--- src/e1_pkg.sv ---
// Shared constants for the E-bit, test loop and alarm simulation block
package e1_pkg;
  // ----------------------------------------------------------------
  // Register byte offsets
  // ----------------------------------------------------------------
  localparam logic [7:0] OFS_CTRL = 8'h00;
  localparam logic [7:0] OFS_SPARE = 8'h04;
  localparam logic [7:0] OFS_LOOP = 8'h08;
  localparam logic [7:0] OFS_IDLE = 8'h0c;
  localparam logic [7:0] OFS_RXSTAT = 8'h10;
  localparam logic [7:0] OFS_ALM_IRQ = 8'h14;
  localparam logic [7:0] OFS_ALM_STATE = 8'h18;
  localparam logic [7:0] OFS_CNT_BASE = 8'h1c;
  // ----------------------------------------------------------------
  // Field positions
  // ----------------------------------------------------------------
  localparam int CTRL_PAYLOAD = 0;
  localparam int CTRL_AIS_SYS = 1;
  localparam int CTRL_LOCAL = 2;
  localparam int CTRL_AIS_LINE = 3;
  localparam int CTRL_REMOTE = 4;
  localparam int CTRL_JITTER_ATTEN_IN_LOOP = 5;
  localparam int CTRL_SIM = 6;
  localparam int CTRL_CRC4 = 7;
  localparam int SP_EBIT_A = 0;
  localparam int SP_EBIT_B = 1;
  localparam int SP_ASYNC_HIGH = 2;
  localparam int SP_AUTO = 3;
  localparam int SP_TRANSP = 4;
  localparam int LOOP_EN = 5;
  // ----------------------------------------------------------------
  // Reset values, frame positions, counters
  // ----------------------------------------------------------------
  localparam logic [7:0] CTRL_RESET = 8'h00;
  localparam logic [4:0] SPARE_RESET = 5'h03;
  localparam logic [7:0] IDLE_RESET = 8'hd5;
  localparam logic [3:0] EBIT_FRAME_A = 4'hd;
  localparam logic [3:0] EBIT_FRAME_B = 4'hf;
  localparam logic [4:0] TS_SERVICE = 5'h00;
  localparam logic [2:0] EBIT_BITPOS = 3'h0;
  localparam int NUM_ALARMS = 6;
  localparam int NUM_CNT = 6;
  localparam int CNT_FAS = 0;
  localparam int CNT_CV = 1;
  localparam int CNT_CRC = 2;
  localparam int CNT_EBIT = 3;
  localparam int CNT_SA6A = 4;
  localparam int CNT_SA6B = 5;
  localparam int NUM_PINS = 5;
endpackage

--- src/e1_ebit_loops_alarm_sim.sv ---
// E-bit handling, test loops and alarm simulation of a PCM 30 framer
//
// Summary of operation
// - Asynchronous state sends E-bits as zero, or one when async-high is set.
// - Multiframe synchronous state sends the programmed E-bits, or received CRC results under automatic insertion.
// - E-bits in frames 13 and 15: one is no error, zero is error.
// - Automatic insertion places received submultiframe status into outgoing E-bits.
// - Sixteen-bit counter of zero E-bits in frames 13 and 15.
// - Outside simulation, E-bit counter increments only in multiframe synchronous state.
// - Transparent mode takes outgoing E-bits from system transmit data.
// - One selected channel of 32 loops from system input to output.
// - Looped channel's line timeslot carries the programmed idle code.
// - Payload loop returns received data to line and still outputs it.
// - Payload loop with AIS-to-system sends all ones to the system.
// - Payload loop does not loop framing, CRC4 or spare bits.
// - Payload loop clocks transmitter from receive clock, ignores transmit input.
// - Local loop cuts line input, loops transmit data, still transmits it.
// - Local loop AIS-to-line sends AIS without changing looped data.
// - Remote loop returns line clock and data, optional jitter stage.
// - Alarm simulation keeps all channels carrying traffic.
// - Simulation hides real alarms from processor and remote end.
// - Simulation forces all six alarms, and the counters applicable for the mode.
// - Ending simulation removes simulated alarms; raised statuses stay pending.
// - Reading alarm status or an error counter clears it.
//
// Design decisions made here: the placing of the registers and the Wishbone slave port.
`timescale 1ns/1ps
module e1_ebit_loops_alarm_sim (
  input wire logic clk_sys,
  input wire logic resetn,
  input wire logic wb_cyc_i,
  input wire logic wb_stb_i,
  input wire logic wb_we_i,
  input wire logic [7:0] wb_adr_i,
  input wire logic [3:0] wb_sel_i,
  input wire logic [31:0] wb_dat_i,
  output logic [31:0] wb_dat_o,
  output logic wb_ack_o,
  input wire logic sys_tx_clock,
  input wire logic sys_rx_clock,
  input wire logic line_rx_clock,
  input wire logic line_rx_data,
  input wire logic sys_tx_data_in,
  input wire logic rx_bit_en,
  input wire logic rx_bit,
  input wire logic [3:0] rx_frame,
  input wire logic [4:0] rx_ts,
  input wire logic [2:0] rx_bitpos,
  input wire logic rx_mf_begin,
  input wire logic rx_mf_sync,
  input wire logic smf_done,
  input wire logic smf_crc_err,
  input wire logic rx_store_bit,
  input wire logic [3:0] tx_frame,
  input wire logic [4:0] tx_ts,
  input wire logic [2:0] tx_bitpos,
  input wire logic tx_core_bit,
  input wire logic [5:0] alarm_in,
  input wire logic lfa_in,
  input wire logic fas_err,
  input wire logic cv_err,
  input wire logic crc_err,
  input wire logic sa6a_err,
  input wire logic sa6b_err,
  output logic sys_rx_data_out,
  output logic line_tx_data,
  output logic line_tx_clock,
  output logic rcv_in_bit,
  output logic tx_bit_tick,
  output logic remote_alarm_out
);
  // ----------------------------------------------------------------
  // Helpers
  // ----------------------------------------------------------------
  function automatic logic is_ebit(input logic [3:0] fr, input logic [4:0] ts,
                                   input logic [2:0] bp);
    is_ebit = (ts == e1_pkg::TS_SERVICE) && (bp == e1_pkg::EBIT_BITPOS) &&
              (fr == e1_pkg::EBIT_FRAME_A || fr == e1_pkg::EBIT_FRAME_B);
  endfunction

  // ----------------------------------------------------------------
  // Pin synchronisers
  // ----------------------------------------------------------------
  logic [e1_pkg::NUM_PINS-1:0] pin_raw, pin_lvl, pin_rise;
  assign pin_raw = {sys_tx_data_in, line_rx_data, line_rx_clock, sys_rx_clock, sys_tx_clock};

  genvar gi;
  generate
    for (gi = 0; gi < e1_pkg::NUM_PINS; gi++) begin : g_sync
      pin_sync u_sync (
        .clk_sys(clk_sys),
        .resetn(resetn),
        .pin(pin_raw[gi]),
        .level(pin_lvl[gi]),
        .rise(pin_rise[gi])
      );
    end
  endgenerate

  logic sclk_tx_rise, sclk_rx_rise, lclk_rise, lclk_lvl, lrx_data, stx_data;
  assign sclk_tx_rise = pin_rise[0];
  assign sclk_rx_rise = pin_rise[1];
  assign lclk_lvl = pin_lvl[2];
  assign lclk_rise = pin_rise[2];
  assign lrx_data = pin_lvl[3];
  assign stx_data = pin_lvl[4];

  // ----------------------------------------------------------------
  // Registers
  // ----------------------------------------------------------------
  logic [7:0] ctrl_q, ctrl_d;
  logic [4:0] spare_q, spare_d;
  logic [5:0] loop_q, loop_d;
  logic [7:0] idle_q, idle_d;
  logic [1:0] smf_ok_q, smf_ok_d;
  logic [1:0] si_q, si_d;
  logic [5:0] alm_state_q, alm_state_d;
  logic [5:0] alm_irq_q, alm_irq_d;
  logic [31:0] dat_q, dat_d;
  logic ack_q, ack_d;
  logic sys_rx_q, sys_rx_d;
  logic line_tx_q, line_tx_d;
  logic line_clk_q, line_clk_d;
  logic rcv_q, rcv_d;
  logic tick_q, tick_d;
  logic ra_q, ra_d;
  logic tx_pre_q, tx_pre_d;
  logic rl_dly_q, rl_dly_d;

  logic payload, ais_sys, local_lp, ais_line, remote_lp, jitter_atten_in_loop, sim, crc4;
  assign payload = ctrl_q[e1_pkg::CTRL_PAYLOAD];
  assign ais_sys = ctrl_q[e1_pkg::CTRL_AIS_SYS];
  assign local_lp = ctrl_q[e1_pkg::CTRL_LOCAL];
  assign ais_line = ctrl_q[e1_pkg::CTRL_AIS_LINE];
  assign remote_lp = ctrl_q[e1_pkg::CTRL_REMOTE];
  assign jitter_atten_in_loop = ctrl_q[e1_pkg::CTRL_JITTER_ATTEN_IN_LOOP];
  assign sim = ctrl_q[e1_pkg::CTRL_SIM];
  assign crc4 = ctrl_q[e1_pkg::CTRL_CRC4];

  logic scl_en;
  logic [4:0] scl_sel;
  assign scl_en = loop_q[e1_pkg::LOOP_EN];
  assign scl_sel = loop_q[4:0];

  // ----------------------------------------------------------------
  // Error counters
  // ----------------------------------------------------------------
  logic [e1_pkg::NUM_CNT-1:0] cnt_inc, cnt_clr;
  logic [15:0] cnt_val [e1_pkg::NUM_CNT];
  logic rx_ezero;

  generate
    for (gi = 0; gi < e1_pkg::NUM_CNT; gi++) begin : g_cnt
      cor_counter u_cnt (
        .clk_sys(clk_sys),
        .resetn(resetn),
        .inc(cnt_inc[gi]),
        .clr(cnt_clr[gi]),
        .count(cnt_val[gi])
      );
    end
  endgenerate

  assign rx_ezero = rx_bit_en && is_ebit(rx_frame, rx_ts, rx_bitpos) && !rx_bit;

  always_comb begin
    cnt_inc = '0;
    if (sim) begin
      // Simulated errors once per receive multiframe, only where applicable
      cnt_inc[e1_pkg::CNT_FAS] = rx_mf_begin;
      cnt_inc[e1_pkg::CNT_CV] = rx_mf_begin;
      cnt_inc[e1_pkg::CNT_CRC] = rx_mf_begin && crc4;
      cnt_inc[e1_pkg::CNT_EBIT] = rx_mf_begin && crc4;
      cnt_inc[e1_pkg::CNT_SA6A] = rx_mf_begin && crc4;
      cnt_inc[e1_pkg::CNT_SA6B] = rx_mf_begin && crc4;
    end else begin
      cnt_inc[e1_pkg::CNT_FAS] = fas_err;
      cnt_inc[e1_pkg::CNT_CV] = cv_err;
      cnt_inc[e1_pkg::CNT_CRC] = crc_err;
      cnt_inc[e1_pkg::CNT_EBIT] = rx_ezero && rx_mf_sync;
      cnt_inc[e1_pkg::CNT_SA6A] = sa6a_err;
      cnt_inc[e1_pkg::CNT_SA6B] = sa6b_err;
    end
  end

  // ----------------------------------------------------------------
  // Bus decode
  // ----------------------------------------------------------------
  logic req, wr, rd;
  logic [5:0] word;
  assign req = wb_cyc_i && wb_stb_i && !ack_q;
  assign wr = req && wb_we_i && wb_sel_i[0];
  assign rd = req && !wb_we_i;
  assign word = wb_adr_i[7:2];

  always_comb begin
    for (int i = 0; i < e1_pkg::NUM_CNT; i++) begin
      cnt_clr[i] = rd && (word == 6'(e1_pkg::OFS_CNT_BASE[7:2] + 6'(i)));
    end
  end

  // ----------------------------------------------------------------
  // Next-state logic
  // ----------------------------------------------------------------
  logic e_val, tx_tick, rx_out_bit;
  logic [5:0] alm_live;

  always_comb begin
    ctrl_d = ctrl_q;
    spare_d = spare_q;
    loop_d = loop_q;
    idle_d = idle_q;
    ack_d = req;
    dat_d = 32'h0000_0000;
    if (wr) begin
      case (wb_adr_i)
        e1_pkg::OFS_CTRL: ctrl_d = wb_dat_i[7:0];
        e1_pkg::OFS_SPARE: spare_d = wb_dat_i[4:0];
        e1_pkg::OFS_LOOP: loop_d = wb_dat_i[5:0];
        e1_pkg::OFS_IDLE: idle_d = wb_dat_i[7:0];
        default: ;
      endcase
    end
    if (rd) begin
      case (wb_adr_i)
        e1_pkg::OFS_CTRL: dat_d = {24'h000000, ctrl_q};
        e1_pkg::OFS_SPARE: dat_d = {27'h0000000, spare_q};
        e1_pkg::OFS_LOOP: dat_d = {26'h0000000, loop_q};
        e1_pkg::OFS_IDLE: dat_d = {24'h000000, idle_q};
        e1_pkg::OFS_RXSTAT: dat_d = {29'h00000000, rx_mf_sync, si_q};
        e1_pkg::OFS_ALM_IRQ: dat_d = {26'h0000000, alm_irq_q};
        e1_pkg::OFS_ALM_STATE: dat_d = {26'h0000000, alm_state_q};
        default: begin
          for (int i = 0; i < e1_pkg::NUM_CNT; i++) begin
            if (cnt_clr[i]) begin
              dat_d = {16'h0000, cnt_val[i]};
            end
          end
        end
      endcase
    end

    // Submultiframe results, one means no CRC error
    smf_ok_d = smf_ok_q;
    if (smf_done) begin
      if (rx_frame < 4'h8) begin
        smf_ok_d[0] = !smf_crc_err;
      end else begin
        smf_ok_d[1] = !smf_crc_err;
      end
    end
    si_d = rx_mf_begin ? smf_ok_q : si_q;

    // Alarms: simulation replaces live state, real ones stay hidden
    alm_live = sim ? {e1_pkg::NUM_ALARMS{1'b1}} : alarm_in;
    alm_state_d = alm_live;
    alm_irq_d = alm_irq_q;
    if (rd && wb_adr_i == e1_pkg::OFS_ALM_IRQ) begin
      alm_irq_d = '0;
    end
    alm_irq_d = alm_irq_d | (alm_live & ~alm_state_q);
    ra_d = lfa_in && !sim;

    // Outgoing E-bit value
    if (spare_q[e1_pkg::SP_TRANSP]) begin
      e_val = stx_data;
    end else if (sim) begin
      e_val = 1'b1;
    end else if (rx_mf_sync) begin
      if (spare_q[e1_pkg::SP_AUTO]) begin
        e_val = (tx_frame == e1_pkg::EBIT_FRAME_A) ? si_q[0] : si_q[1];
      end else begin
        e_val = (tx_frame == e1_pkg::EBIT_FRAME_A) ? spare_q[e1_pkg::SP_EBIT_A] :
                spare_q[e1_pkg::SP_EBIT_B];
      end
    end else begin
      e_val = spare_q[e1_pkg::SP_ASYNC_HIGH];
    end

    // Transmit side advances on the selected system clock
    tx_tick = payload ? sclk_rx_rise : sclk_tx_rise;
    tick_d = tx_tick;
    tx_pre_d = tx_pre_q;
    if (tx_tick) begin
      if (tx_ts == e1_pkg::TS_SERVICE) begin
        tx_pre_d = is_ebit(tx_frame, tx_ts, tx_bitpos) ? e_val : tx_core_bit;
      end else if (scl_en && tx_ts == scl_sel) begin
        tx_pre_d = idle_q[3'h7 - tx_bitpos];
      end else begin
        tx_pre_d = payload ? rx_store_bit : stx_data;
      end
    end

    // Line output: remote loop bypasses the transmitter
    rl_dly_d = lclk_rise ? lrx_data : rl_dly_q;
    line_tx_d = line_tx_q;
    line_clk_d = line_clk_q;
    if (remote_lp) begin
      line_clk_d = lclk_lvl;
      if (lclk_rise) begin
        line_tx_d = jitter_atten_in_loop ? rl_dly_q : lrx_data;
      end
    end else begin
      line_clk_d = payload ? pin_lvl[1] : pin_lvl[0];
      if (tick_q) begin
        line_tx_d = ais_line ? 1'b1 : tx_pre_q;
      end
    end

    // Receiver input: local loop cuts off the line
    rcv_d = local_lp ? tx_pre_q : lrx_data;

    // System receive output
    if (payload && ais_sys) begin
      rx_out_bit = 1'b1;
    end else if (scl_en && rx_ts == scl_sel) begin
      rx_out_bit = stx_data;
    end else begin
      rx_out_bit = rx_store_bit;
    end
    sys_rx_d = rx_bit_en ? rx_out_bit : sys_rx_q;
  end

  // ----------------------------------------------------------------
  // State registers
  // ----------------------------------------------------------------
  always_ff @(posedge clk_sys) begin
    if (!resetn) begin
      ctrl_q <= e1_pkg::CTRL_RESET;
      spare_q <= e1_pkg::SPARE_RESET;
      loop_q <= 6'h00;
      idle_q <= e1_pkg::IDLE_RESET;
      smf_ok_q <= 2'h3;
      si_q <= 2'h3;
      alm_state_q <= 6'h00;
      alm_irq_q <= 6'h00;
      dat_q <= 32'h0000_0000;
      ack_q <= 1'b0;
      sys_rx_q <= 1'b1;
      line_tx_q <= 1'b1;
      line_clk_q <= 1'b0;
      rcv_q <= 1'b0;
      tick_q <= 1'b0;
      ra_q <= 1'b0;
      tx_pre_q <= 1'b1;
      rl_dly_q <= 1'b0;
    end else begin
      ctrl_q <= ctrl_d;
      spare_q <= spare_d;
      loop_q <= loop_d;
      idle_q <= idle_d;
      smf_ok_q <= smf_ok_d;
      si_q <= si_d;
      alm_state_q <= alm_state_d;
      alm_irq_q <= alm_irq_d;
      dat_q <= dat_d;
      ack_q <= ack_d;
      sys_rx_q <= sys_rx_d;
      line_tx_q <= line_tx_d;
      line_clk_q <= line_clk_d;
      rcv_q <= rcv_d;
      tick_q <= tick_d;
      ra_q <= ra_d;
      tx_pre_q <= tx_pre_d;
      rl_dly_q <= rl_dly_d;
    end
  end

  assign wb_dat_o = dat_q;
  assign wb_ack_o = ack_q;
  assign sys_rx_data_out = sys_rx_q;
  assign line_tx_data = line_tx_q;
  assign line_tx_clock = line_clk_q;
  assign rcv_in_bit = rcv_q;
  assign tx_bit_tick = tick_q;
  assign remote_alarm_out = ra_q;
endmodule

--- src/pin_sync.sv ---
// Two-stage pin synchroniser with rising-edge pulse
`timescale 1ns/1ps
module pin_sync (
  input wire logic clk_sys,
  input wire logic resetn,
  input wire logic pin,
  output logic level,
  output logic rise
);
  logic meta_q, meta_d;
  logic sync_q, sync_d;
  logic prev_q, prev_d;

  always_comb begin
    meta_d = pin;
    sync_d = meta_q;
    prev_d = sync_q;
  end

  always_ff @(posedge clk_sys) begin
    if (!resetn) begin
      meta_q <= 1'b0;
      sync_q <= 1'b0;
      prev_q <= 1'b0;
    end else begin
      meta_q <= meta_d;
      sync_q <= sync_d;
      prev_q <= prev_d;
    end
  end

  assign level = sync_q;
  assign rise = sync_q & ~prev_q;
endmodule

--- src/cor_counter.sv ---
// 16-bit event counter cleared by a read; a count in the clear cycle restarts it at one
`timescale 1ns/1ps
module cor_counter (
  input wire logic clk_sys,
  input wire logic resetn,
  input wire logic inc,
  input wire logic clr,
  output logic [15:0] count
);
  logic [15:0] cnt_q, cnt_d;

  always_comb begin
    cnt_d = cnt_q;
    if (clr) begin
      cnt_d = {15'h0000, inc};
    end else if (inc && cnt_q != 16'hffff) begin
      cnt_d = cnt_q + 16'h0001;
    end
  end

  always_ff @(posedge clk_sys) begin
    if (!resetn) begin
      cnt_q <= 16'h0000;
    end else begin
      cnt_q <= cnt_d;
    end
  end

  assign count = cnt_q;
endmodule

--- config.mk ---
export PLATFORM = sky130hd
export DESIGN_NAME = e1_ebit_loops_alarm_sim
export DESIGN_NICKNAME = d
export VERILOG_FILES = /design/src/e1_pkg.sv /design/src/e1_ebit_loops_alarm_sim.sv /design/src/pin_sync.sv /design/src/cor_counter.sv
export SDC_FILE = /design/constraint.sdc
export NUM_CORES = 1
export LEC_CHECK = 0
export BUFFER_PORTS_ARGS = -buffer_cell sky130_fd_sc_hd__buf_4
export CAP_MARGIN = 20
export CORE_ASPECT_RATIO = 0.6
export CORE_MARGIN = 2
export CORE_UTILIZATION = 30
export CTS_CLUSTER_SIZE = 25
export DETAILED_ROUTE_END_ITERATION = 10
export PLACE_DENSITY_LB_ADDON = 0.08
export SKIP_LAST_GASP = 1
export SLEW_MARGIN = 5
export SYNTH_ARGS = -nofsm -noshare
export SYNTH_HDL_FRONTEND = slang
export SYNTH_SLANG_ARGS = --single-unit
--- constraint.sdc ---
create_clock -name clk_sys -period 2.2 [get_ports clk_sys]
set_input_delay 0.22 -clock clk_sys [delete_from_list [all_inputs] [get_ports clk_sys]]
set_output_delay 0.22 -clock clk_sys [all_outputs]
set_load 0.03 [all_outputs]
==> After elaboration in Yosys (flattened, before gate mapping) <==
Cells that the tools add are included.
{ "classes": {"n_reduce_logical": 63, "n_eq_ne": 25, "order_cmp": 2, "addsub": 7, "bitwise": 11, "muxes": 45} }
{ "ops": {"columns": ["op", "count"], "rows": [
  ["32-bit case mux with 7 select lines", 1],
  ["32-bit 2-to-1 mux", 4],
  ["16-bit by 1-bit adder with 16-bit output (second input constant)", 6],
  ["16-bit != test (second input constant)", 6],
  ["1-bit 2-to-1 mux", 34],
  ["16-bit 2-to-1 mux", 2],
  ["6-bit by 4-bit equality test with 1-bit output (second input constant)", 5],
  ["1-bit logical AND", 30],
  ["8-bit by 5-bit equality test with 1-bit output (second input constant)", 3],
  ["6-bit 2-to-1 mux", 3],
  ["4-bit equality test (second input constant)", 4],
  ["8-bit by 4-bit equality test with 1-bit output (second input constant)", 2],
  ["2-bit AND reduction", 8],
  ["2-bit nonzero test", 7],
  ["2-bit OR reduction", 6],
  ["5-bit equality test", 2],
  ["5-bit logical NOT", 2],
  ["8-bit by 3-bit equality test with 1-bit output (second input constant)", 1],
  ["8-bit logical NOT", 1],
  ["6-bit AND", 1],
  ["6-bit by 3-bit equality test with 1-bit output (second input constant)", 1],
  ["3-bit logical NOT", 2],
  ["6-bit NOT", 1],
  ["6-bit OR", 1],
  ["other kinds (9)", 20]
]} }
{ "word_totals": {"output_inout_bits": 39, "regBits": 193} }

==> Longest topological paths before layout <==
Gate-level depths: netlist of run 1.
{ "depth": {"depth_word": 11, "ltp_mapped": 8, "ltp_nobuf": 6} }

==> Modules after synthesis <==
A second synthesis of run 1 with hierarchy kept.
{ "unflattened": {"cells_unflattened": 1157, "area_unflattened_um2": 9701.8} }
{ "modules_own_cells": {"columns": ["module", "n_inst", "seq_area_each_um2", "cells_per_inst", "area_per_inst_um2"], "rows": [
  ["cor_counter", 6, 320.3, 99, 825.8],
  ["e1_ebit_loops_alarm_sim", 1, 1361.3, 528, 4284.1],
  ["pin_sync", 5, 60.1, 7, 92.6]
]} }

==> Worst setup path after synthesis of run 1 <==
No wires, ideal clock.
{ "synth_timing": {"path_type": "reg-to-reg", "from": "register g_cnt[4].u_cnt.cnt_q[0]", "to": "register g_cnt[4].u_cnt.cnt_q[15]", "synth_period_minus_slack_ns": 1.899, "path_stages_with_launch": 8, "setup_time_ns": 0.070, "path_buffers": 1, "arrival_ns": 1.829, "path_slack_ns": 0.301, "cell_sequence": "dfxtp_1 -> ha_1 -> and2_1 -> and4_1 -> buf_2 -> a211o_1 -> or3_1 -> a21oi_1"} }
{ "synth_via": {"elab_chain_len": 2} }
{ "synth_lines": {"columns": ["item", "line", "source"], "rows": [
  ["start: declaration", "cor_counter.sv:10", "logic [15:0] cnt_q, cnt_d;"],
  ["start signal: assignment", "cor_counter.sv:25", "cnt_q <= cnt_d;"],
  ["branches (longest 2 deep; another with 16-bit by 1-bit adder with 16-bit output)", null, null]
]} }
Several ways; the timed one is not identified.
A chain may end at the register's enable or synchronous reset.

==> Worst setup path in the final report of run 1 <==
Ends and elaborated chain as after synthesis.

==> results of run 1 <==
-- flip-flops by register name, summed over array words and instances (netlist names), 2 cells and up --
signal / count
g_cnt.u_cnt.count: 96
wb_dat_o: 16
ctrl_q: 8
idle_q: 8
alm_irq_q: 6
alm_state_q: 6
loop_q: 6
g_sync.u_sync.level: 5
g_sync.u_sync.meta_q: 5
spare_q: 5
g_sync.u_sync.prev_q: 3
si_q: 2
smf_ok_q: 2
-- kinds of logic after synthesis --
| family | Yosys count |
|---|---|
| other | 1 |
| DFF | 177 |
| AOI/OAI and AO/OA | 236 |
| buffers and inverters | 88 |
| adders and majority gates | 6 |
| xor gates and xnor gates | 71 |
| and+or+nand+nor | 486 |
| muxes | 49 |
-- worst max-delay path by stage --
stage / start / to / slack (ns) / cells past startpoint
2_1_floorplan: g_cnt[4].u_cnt.count[0]$_SDFFE_PN0P_ / g_cnt[4].u_cnt.count[15]$_SDFFE_PP0P_ / 0.30 / 7
3_3_place_gp: rx_ts[1] / g_cnt[3].u_cnt.count[12]$_SDFFE_PP0P_ / 0.17 / 7
3_5_place_dp: ctrl_q[6]$_SDFFE_PN0P_ / g_cnt[4].u_cnt.count[15]$_SDFFE_PP0P_ / 0.12 / 5
4_1_cts: ctrl_q[6]$_SDFFE_PN0P_ / g_cnt[4].u_cnt.count[15]$_SDFFE_PP0P_ / 0.10 / 5
5_1_grt: g_cnt[4].u_cnt.count[0]$_SDFFE_PN0P_ / g_cnt[4].u_cnt.count[15]$_SDFFE_PP0P_ / 0.009 / 6
6_report: g_cnt[4].u_cnt.count[0]$_SDFFE_PN0P_ / g_cnt[4].u_cnt.count[15]$_SDFFE_PP0P_ / 0.13 / 6
-- cell usage after synthesis (6+ instances only) --
| cell | count |
|---|---|
| a211oi_1 | 15 |
| a21oi_1 | 65 |
| a221oi_1 | 7 |
| a222oi_1 | 7 |
| a22o_1 | 8 |
| a22oi_1 | 10 |
| a32o_1 | 6 |
| and2_1 | 17 |
| and3_1 | 19 |
| and4_1 | 13 |
| buf_2 | 12 |
| buf_4 | 18 |
| clkbuf_1 | 32 |
| dfxtp_1 | 177 |
| ha_1 | 6 |
| inv_1 | 19 |
| mux2_2 | 14 |
| mux2i_1 | 31 |
| nand2_1 | 109 |
| nand2b_1 | 12 |
| nand3_1 | 39 |
| nand4_1 | 35 |
| nor2_1 | 131 |
| nor2b_1 | 11 |
| nor3_1 | 21 |
| nor3_2 | 6 |
| nor3b_1 | 7 |
| nor4_1 | 8 |
| o211ai_1 | 20 |
| o21ai_0 | 48 |
| or2_2 | 6 |
| or3_1 | 9 |
| xnor2_1 | 33 |
| xor2_1 | 38 |
-- what timing repair did --
| item | 4_1_cts | 5_1_grt |
|---|---|---|
| setup endpoints to repair | 0 | 10 |
| endpoints found under the hold margin | 12 | 0 |
| hold buffers | 11 | 0 |
| resized for setup | 0 | 2 |
-- through the flow --
step	hold WS [ns]	cell area (µm²)	cells	power, mW
after floorplan	0.334	9490	1129	3.71
final	0.0144	11800	1703	7.13
after detailed placement	0.427	11000	1660	3.98
after CTS	0.00407	11700	1703	7.19
after global placement	0.417	11000	1660	3.98
after global routing	0.0176	11800	1703	7.41
-- report_power, final --
group	internal [mW]	switching, mW	total [mW]	leakage, nW
clock	1.71	1.49	3.20	0.290
sequential	3.25	0.0491	3.30	1.44
combinational	0.263	0.368	0.631	2.61
-- layer usage --
| metal | vias up | wire length, µm |
|---|---|---|
| li1 | 4357 | - |
| met1 | 4289 | 19200 |
| met2 | 258 | 13000 |
| met3 | 17 | 2550 |
| met4 | 0 | 299 |
| met5 | - | 0 |
-- layout make-up --
cell class                 count  area (µm²)
multi-input combinational    864        5510
fill                        3188       19300
clock buffer                  18         429
tap                          416         520
inverter                      20        75.1
clock inverter                14         166
timing repair buffer         194        1510
sequential                   177        3540
-- worst max-delay path, delay by kind of cell, from the launching register on --
family | cells | cell delay [ns]
AO/OA/AOI/OAI | 2 | 0.57
adder cells (fa/ha/maj) | 1 | 0.22
flip-flops | 1 | 0.36
AND/OR/NAND/NOR | 3 | 0.83
==> metrics, run 1 <==
status complete, no violations; total negative slack 0 ns; total global-route track usage 0.219; Std-Cell Core Area roughly 31,000 µm²; Worst Path Max Fanout 10; top-area cell type share of the netlist area 0.376; First-pass DRT Iterations 8; Hold Path Stages 3; via count 8,921; endpoints failing setup 0; slowest library cell on the worst path a211o_1; final period utilization 0.940; Post-Syn Instances 1,114; CTS buffer count 17; FF-to-FF End g_cnt[4].u_cnt.count[15]$_SDFFE_PP0P_; Hold Vio Cnt, Final 0; Async SR Flop Fraction 0; CP Capture Type flop; CTS Sinks around 180; first-pass GRT wire length 53,400 µm; area growth from synthesis to layout 24.6%; required time of the critical path 2.59 ns; die width 233 µm; GRT met2 Usage 0.276; Max Slew Vio Count 0; Post-CTS Setup Bufs 0; final WL 35,000 µm; HPWL Detailed 27,700 µm; Final ANT Viol Nets 0; CTS clk-pin slew, worst paths 0.08 ns; Max Freq 483 MHz; worst hold endpoint idle_q[0]$_SDFFE_PN1P_; ANT cells 0; DR vias/cell between 5 and 6; CTS Buffer Depth 2; MaxCap Viol Count 0; top cells by area, synth dfxtp_1 (38%), nor2_1 (5.2%), nand2_1 (4.3%); post-synthesis mux area share 0.0591; Netlist cell types 85; die height 141 µm; leak pwr 4.34 nW; clock latency on the worst-skew pair 0.46 ns; final worst slack 0.131 ns; busiest grt layer met1; Synth Cell Area between 9000 and 10,000 µm²; Post-Synth Adder-Cell Area 0.00796; Max-slew headroom 0.593; main combinational cell family by area after synthesis simple AND/OR/NAND/NOR gates; Tightest Pin Transition slightly above 0.6 ns; vias in the first global route 8,419; CP Class flop to flop; Worst Hold Class primary input to flop; H-tree levels 4; CP max stage delay 0.43 ns; worst-path cell chain ha_1, and2_1, and4_1, a211o_1, or3_1, a21oi_1; Mapped Avg Cell Area 8.47 µm²; post-synthesis simple-gate area fraction 0.274; Synth area leader dfxtp_1; Row Count 50; GRT met1 Usage 0.359; XOR/XNOR share of the synthesized area 0.0659; commonest non-fill, non-tap cell in the layout buf_4; Critical Path Source Type flop; Syn. warnings 0; share of cells above drive strength 1 0.208; most frequent cells in the layout buf_4 (181), dfxtp_1 (177), nor2_1 (130); DRC 0; CTS tree yes; # nets final 1,378; Worst Skew 0.0111 ns; RSZ-0062 raised after global routing false; port bufs 92; largest net degree at the start of global routing 50; power per cell area 607 nW/µm²; compound-gate portion of the synthesized area 0.170; Placement Setup Slack about 0.12 ns; clk root buf clkbuf_16; clock period minus worst slack 2.07 ns; Post-synth top flop dfxtp_1; die area about 33,000 µm²; post-synthesis sequential area ratio 0.376; Core Util, Final 0.378; initial antenna violation count 1; GPL Wtd Cong roughly 0.87; Iter 0 DRT Violations about 850; number of synthesized flops with an enable pin 0; average wire per standard cell 20.6 µm; Remaining Overflow, GRT 0; HP Start wb_dat_i[0]; worst IR drop on VDD 0.546 mV; IO Count 137; Synth Register Bits 177; FF-to-FF path depth 6; reg-to-reg setup timing slack 0.13 ns; crit path DAT 2.46 ns; initial cell density of the core 0.303; worst reg2reg startpoint g_cnt[4].u_cnt.count[0]$_SDFFE_PN0P_; met3 GRT Util 0.0549
No activity file was read; power rests on OpenSTA's default activity.
==> inputs of run 2 (changes only) <==
HOLD_SLACK_MARGIN = 0.08   (was default)
SKIP_LAST_GASP = default   (was 1)
==> run 2 against run 1 <==
Net effect:
- sequential share of layout area fell by 0.36 points
- highest routed layer unchanged
- count of clock-buffer cells in the layout did not move
- sequential cell count unchanged
- total power is 0.29% higher
- cell count increased by 0.82%
- global-route usage is 0.095 points higher
- largest cell class unchanged
- utilization increased by 0.45 points
==> metrics, run 2 (synthesized netlist as in run 1, its figures left out) <==
slowest library cell on the worst path a211o_1; Critical Path Source Type flop; clock period minus worst slack 2.07 ns; status complete, no violations; CTS buffer count 17; average wire per standard cell 20.5 µm; required time of the critical path 2.59 ns; crit path DAT 2.46 ns; Iter 0 DRT Violations 831; Core Util, Final 0.382; HPWL Detailed approximately 28,000 µm; Hold Vio Cnt, Final 0; worst hold endpoint tx_pre_q$_SDFFE_PN1P_; vias in the first global route 8,499; largest net degree at the start of global routing 50; Tightest Pin Transition 0.653 ns; final worst slack 0.130 ns; first-pass GRT wire length 53,700 µm; die area 32,900 µm²; total global-route track usage 0.220; port bufs 92; worst-path cell chain ha_1, and2_1, and4_1, a211o_1, or3_1, a21oi_1; final WL about 35,000 µm; die width approximately 230 µm; First-pass DRT Iterations 5; CP Capture Type flop; IO Count 137; CP max stage delay 0.43 ns; MaxCap Viol Count 0; Hold Path Stages 3; RSZ-0062 raised after global routing false; most frequent cells in the layout buf_4 (181), dfxtp_1 (177), nor2_1 (130); CTS clk-pin slew, worst paths 0.08 ns; # nets final 1,392; final period utilization 0.941; initial cell density of the core 0.303; Std-Cell Core Area ~31,000 µm²; family with the most delay on the worst path simple AND/OR/NAND/NOR gates; share of total power in the clock network 0.447; HP Start tx_core_bit; endpoints failing setup 0; Remaining Overflow, GRT 0; worst IR drop on VDD around 0.55 mV; GPL Wtd Cong 0.866; Layout fillers 3,175; worst hold slack 0.0975 ns; FF-to-FF path depth 6; CTS Sinks 177; reg-to-reg setup timing slack roughly 0.13 ns; CTS tree yes; Comb pwr share 0.091; via count 9,039; Worst Path Max Fanout 10; Psw 1.91 mW; met1 wire length between 15,000 and 20,000 µm; Max Slew Vio Count 0; placed insts 1,660; DRC 0; total negative slack 0 ns; power share of the sequential group 0.462; Int Power 5.25 mW; register area 3540 µm²; Row Count 50; CTS Buffer Depth 2; switching share of power 0.267; Final Non-Filler Cells 1,717; Worst Path Buf+Inv 0; met2 wire length 13,000 µm; Max-slew headroom 0.565; highest routed layer met4; commonest non-fill, non-tap cell in the layout buf_4; Final ANT Viol Nets 0; Worst Skew 0.0117 ns; Placement Setup Slack 0.123 ns; Worst Hold Class primary input to flop; DR vias/cell 5.26; leak pwr around 4.4 nW; worst reg2reg startpoint g_cnt[4].u_cnt.count[0]$_SDFFE_PN0P_; Post-CTS Setup Bufs 0; Max Freq 483 MHz; clk root buf clkbuf_16; FF-to-FF End g_cnt[4].u_cnt.count[15]$_SDFFE_PP0P_; CP Class flop to flop; finished layout cell area 11,900 µm²; clock latency on the worst-skew pair 0.46 ns; H-tree levels 4; DP Area 11,000 µm²; max reg flops 96; ANT cells 0; die height 141 µm; met3 routed WL ~2400 µm; Total Power 7.16 mW; area growth from synthesis to layout 26.0%; share of cells above drive strength 1 0.206; multi-input combinational cell area 5510 µm²; power per cell area 602 nW/µm²; initial antenna violation count 1
[run 2: worst register-to-register path, cell delays in order (launching register included)]
cell and delay (ns):
dfxtp_1 0.36, ha_1 0.22, and2_1 0.20, and4_1 0.26, a211o_1 0.44, or3_1 0.38
a21oi_1 0.14
[run 2: what timing repair did]
action                                  in CTS  in global routing
hold buffers                                25                  0
endpoints found under the setup margin       0                 10
resized for setup                            0                  2
hold endpoints to repair                    42                  0
[run 2: layout make-up]
type	count	share of cell area
multi-input combinational	864	0.463
sequential	177	0.298
timing repair buffer	208	0.139
tap	416	0.0438
clock buffer	18	0.0361
clock inverter	14	0.0140
inverter	20	0.00631
[run 2: how the worst max path moves through the flow]
stage / to / cells after the start / startpoint
after floorplan: g_cnt[4].u_cnt.count[15]$_SDFFE_PP0P_ / 7 / g_cnt[4].u_cnt.count[0]$_SDFFE_PN0P_
after global placement: g_cnt[3].u_cnt.count[12]$_SDFFE_PP0P_ / 7 / rx_ts[1]
after detailed placement: g_cnt[4].u_cnt.count[15]$_SDFFE_PP0P_ / 5 / ctrl_q[6]$_SDFFE_PN0P_
after CTS: g_cnt[4].u_cnt.count[15]$_SDFFE_PP0P_ / 5 / ctrl_q[6]$_SDFFE_PN0P_
after global routing: g_cnt[4].u_cnt.count[15]$_SDFFE_PP0P_ / 6 / g_cnt[4].u_cnt.count[0]$_SDFFE_PN0P_
final: g_cnt[4].u_cnt.count[15]$_SDFFE_PP0P_ / 6 / g_cnt[4].u_cnt.count[0]$_SDFFE_PN0P_
[run 2: metal layers]
| metal | global-route usage | vias to the layer above |
|---|---|---|
| met5 | 0 | - |
| met4 | 0.0409 | 0 |
| li1 | - | 4390 |
| met1 | 0.360 | 4371 |
| met3 | 0.0549 | 20 |
| met2 | 0.278 | 258 |
[run 2: power by group through the flow]
stage / Clock, mW / Sequential, mW / Combinational (mW)
detailed placement: 0 / 3.38 / 0.606
floorplan: 0 / 3.37 / 0.339
finish: 3.20 / 3.30 / 0.652
global route: 3.42 / 3.31 / 0.707
CTS: 3.27 / 3.30 / 0.645
global placement: 0 / 3.38 / 0.605
==> inputs of run 3 (changes only) <==
CAP_MARGIN = 30   (was 20)
RECOVER_POWER = 100   (was default)
==> run 3 against run 2 <==
Net effect:
- final area shrank 1.4%
- critical path depth is the same
- non-clock buffer count is the same
- sequential cell count is the same
- count of clock-buffer cells in the layout is the same
- die area is the same
- global-route usage is the same
- register-to-register slack is essentially flat
- largest power group unchanged
- setup slack lost 0.0014 ns
==> metrics, run 3 (synthesized netlist as in run 1, its figures left out) <==
max reg flops 96; largest net degree at the start of global routing 50; IO Count 137; multi-input combinational cell area 5490 µm²; final period utilization 0.941; worst hold slack around 0.098 ns; die area 32,900 µm²; DP Area roughly 11,000 µm²; GPL Wtd Cong 0.866; port bufs 92; die height between 100 and 150 µm; crit path DAT roughly 2.5 ns; clock latency on the worst-skew pair 0.46 ns; CTS buffer count 17; Row Count 50; vias in the first global route 8,499; register area 3540 µm²; CTS Buffer Depth 2; Post-CTS Setup Bufs 0; Final ANT Viol Nets 0; status complete, no violations; power per cell area 609 nW/µm²; Std-Cell Core Area 31,100 µm²; CP Class flop to flop; Core Util, Final 0.377; Hold Path Stages 3; commonest non-fill, non-tap cell in the layout dfxtp_1; total negative slack 0 ns; share of cells above drive strength 1 0.178; die width 233 µm; CP Capture Type flop; Worst Hold Class primary input to flop; DR vias/cell 5.26; finished layout cell area around 12,000 µm²; H-tree levels 4; Worst Skew between 0.01 and 0.015 ns; First-pass DRT Iterations 6; DRC 0; worst IR drop on VDD 0.548 mV; Hold Vio Cnt, Final 0; first-pass GRT wire length 53,700 µm; CTS Sinks 177; clock period minus worst slack approximately 2.1 ns; FF-to-FF path depth 6; Tightest Pin Transition 0.645 ns; clk root buf clkbuf_16; via count approximately 9,000; Critical Path Source Type flop; Final Non-Filler Cells 1,717; Max Slew Vio Count 0; initial cell density of the core 0.303; ANT cells 0; Remaining Overflow, GRT 0; initial antenna violation count 1; most frequent cells in the layout dfxtp_1 (177), buf_4 (132), nor2_1 (130); RSZ-0062 raised after global routing false; Worst Path Max Fanout 10; Max Freq 483 MHz; CTS tree yes; total global-route track usage 0.220; Layout fillers 3,222; average wire per standard cell 20.5 µm; final WL 35,200 µm; leak pwr 4.25 nW; # nets final 1,392; placed insts 1,660; area growth from synthesis to layout 24.3%; Max-slew headroom 0.565; Iter 0 DRT Violations 857; MaxCap Viol Count 0; required time of the critical path roughly 2.6 ns; CTS clk-pin slew, worst paths approximately 0.08 ns; HPWL Detailed 27,700 µm; endpoints failing setup 0
run 3: cell types whose count changed in the layout (fill, tap and decap cells not counted), sizes merged:
cell / before / now
clkbuf: 18 / 67
buf: 183 / 134
run 3: cell type report:
cell class,count,share of cell area
multi-input combinational,864,0.468
sequential,177,0.302
timing repair buffer,208,0.128
tap,416,0.0444
clock buffer,18,0.0366
clock inverter,14,0.0142
inverter,20,0.00640
run 3: report_power, final:
group / leakage, nW / internal [mW] / switching [mW] / total [mW]
clock: 0.290 / 1.71 / 1.48 / 3.19
combinational: 2.53 / 0.270 / 0.369 / 0.639
sequential: 1.44 / 3.25 / 0.0496 / 3.30
total: 4.25 / 5.24 / 1.90 / 7.14
run 3: what timing repair did:
action,4_1_cts,5_1_grt
hold buffers,25,0
endpoints found under the hold margin,42,0
gates resized for setup,0,2
setup endpoints to repair,0,10
run 3: worst paths after layout:
check	startpoint	endpoint	slack, ns
setup / recovery	g_cnt[4].u_cnt.count[0]$_SDFFE_PN0P_	g_cnt[4].u_cnt.count[15]$_SDFFE_PP0P_	0.13
hold / removal	tx_core_bit	tx_pre_q$_SDFFE_PN1P_	0.1
setup reg to reg	g_cnt[4].u_cnt.count[0]$_SDFFE_PN0P_	g_cnt[4].u_cnt.count[15]$_SDFFE_PP0P_	0.13
hold reg to reg	g_sync[3].u_sync.meta_q$_SDFF_PN0_	g_sync[3].u_sync.level$_SDFF_PN0_	0.44
run 3: metrics by stage:
stage,setup WS [ns],power [mW]
2_1_floorplan,0.301,3.71
3_5_place_dp,0.123,3.98
3_3_place_gp,0.166,3.98
5_1_grt,0.00874,7.42
4_1_cts,0.101,7.21
6_report,0.129,7.14
run 3: layer usage:
layer	up-vias	part of all wire	GRT usage
met5	-	0	0
met4	0	0.0092	0.0409
met3	18	0.071	0.0549
met2	264	0.37	0.278
met1	4355	0.55	0.360
li1	4389	-	-
run 3: worst max-delay path, cell delays in order, from the launching register on:
cell,delay [ns]
dfxtp_1,0.36
ha_1,0.22
and2_1,0.20
and4_1,0.26
a211o_1,0.43
or3_1,0.37
a21oi_1,0.14
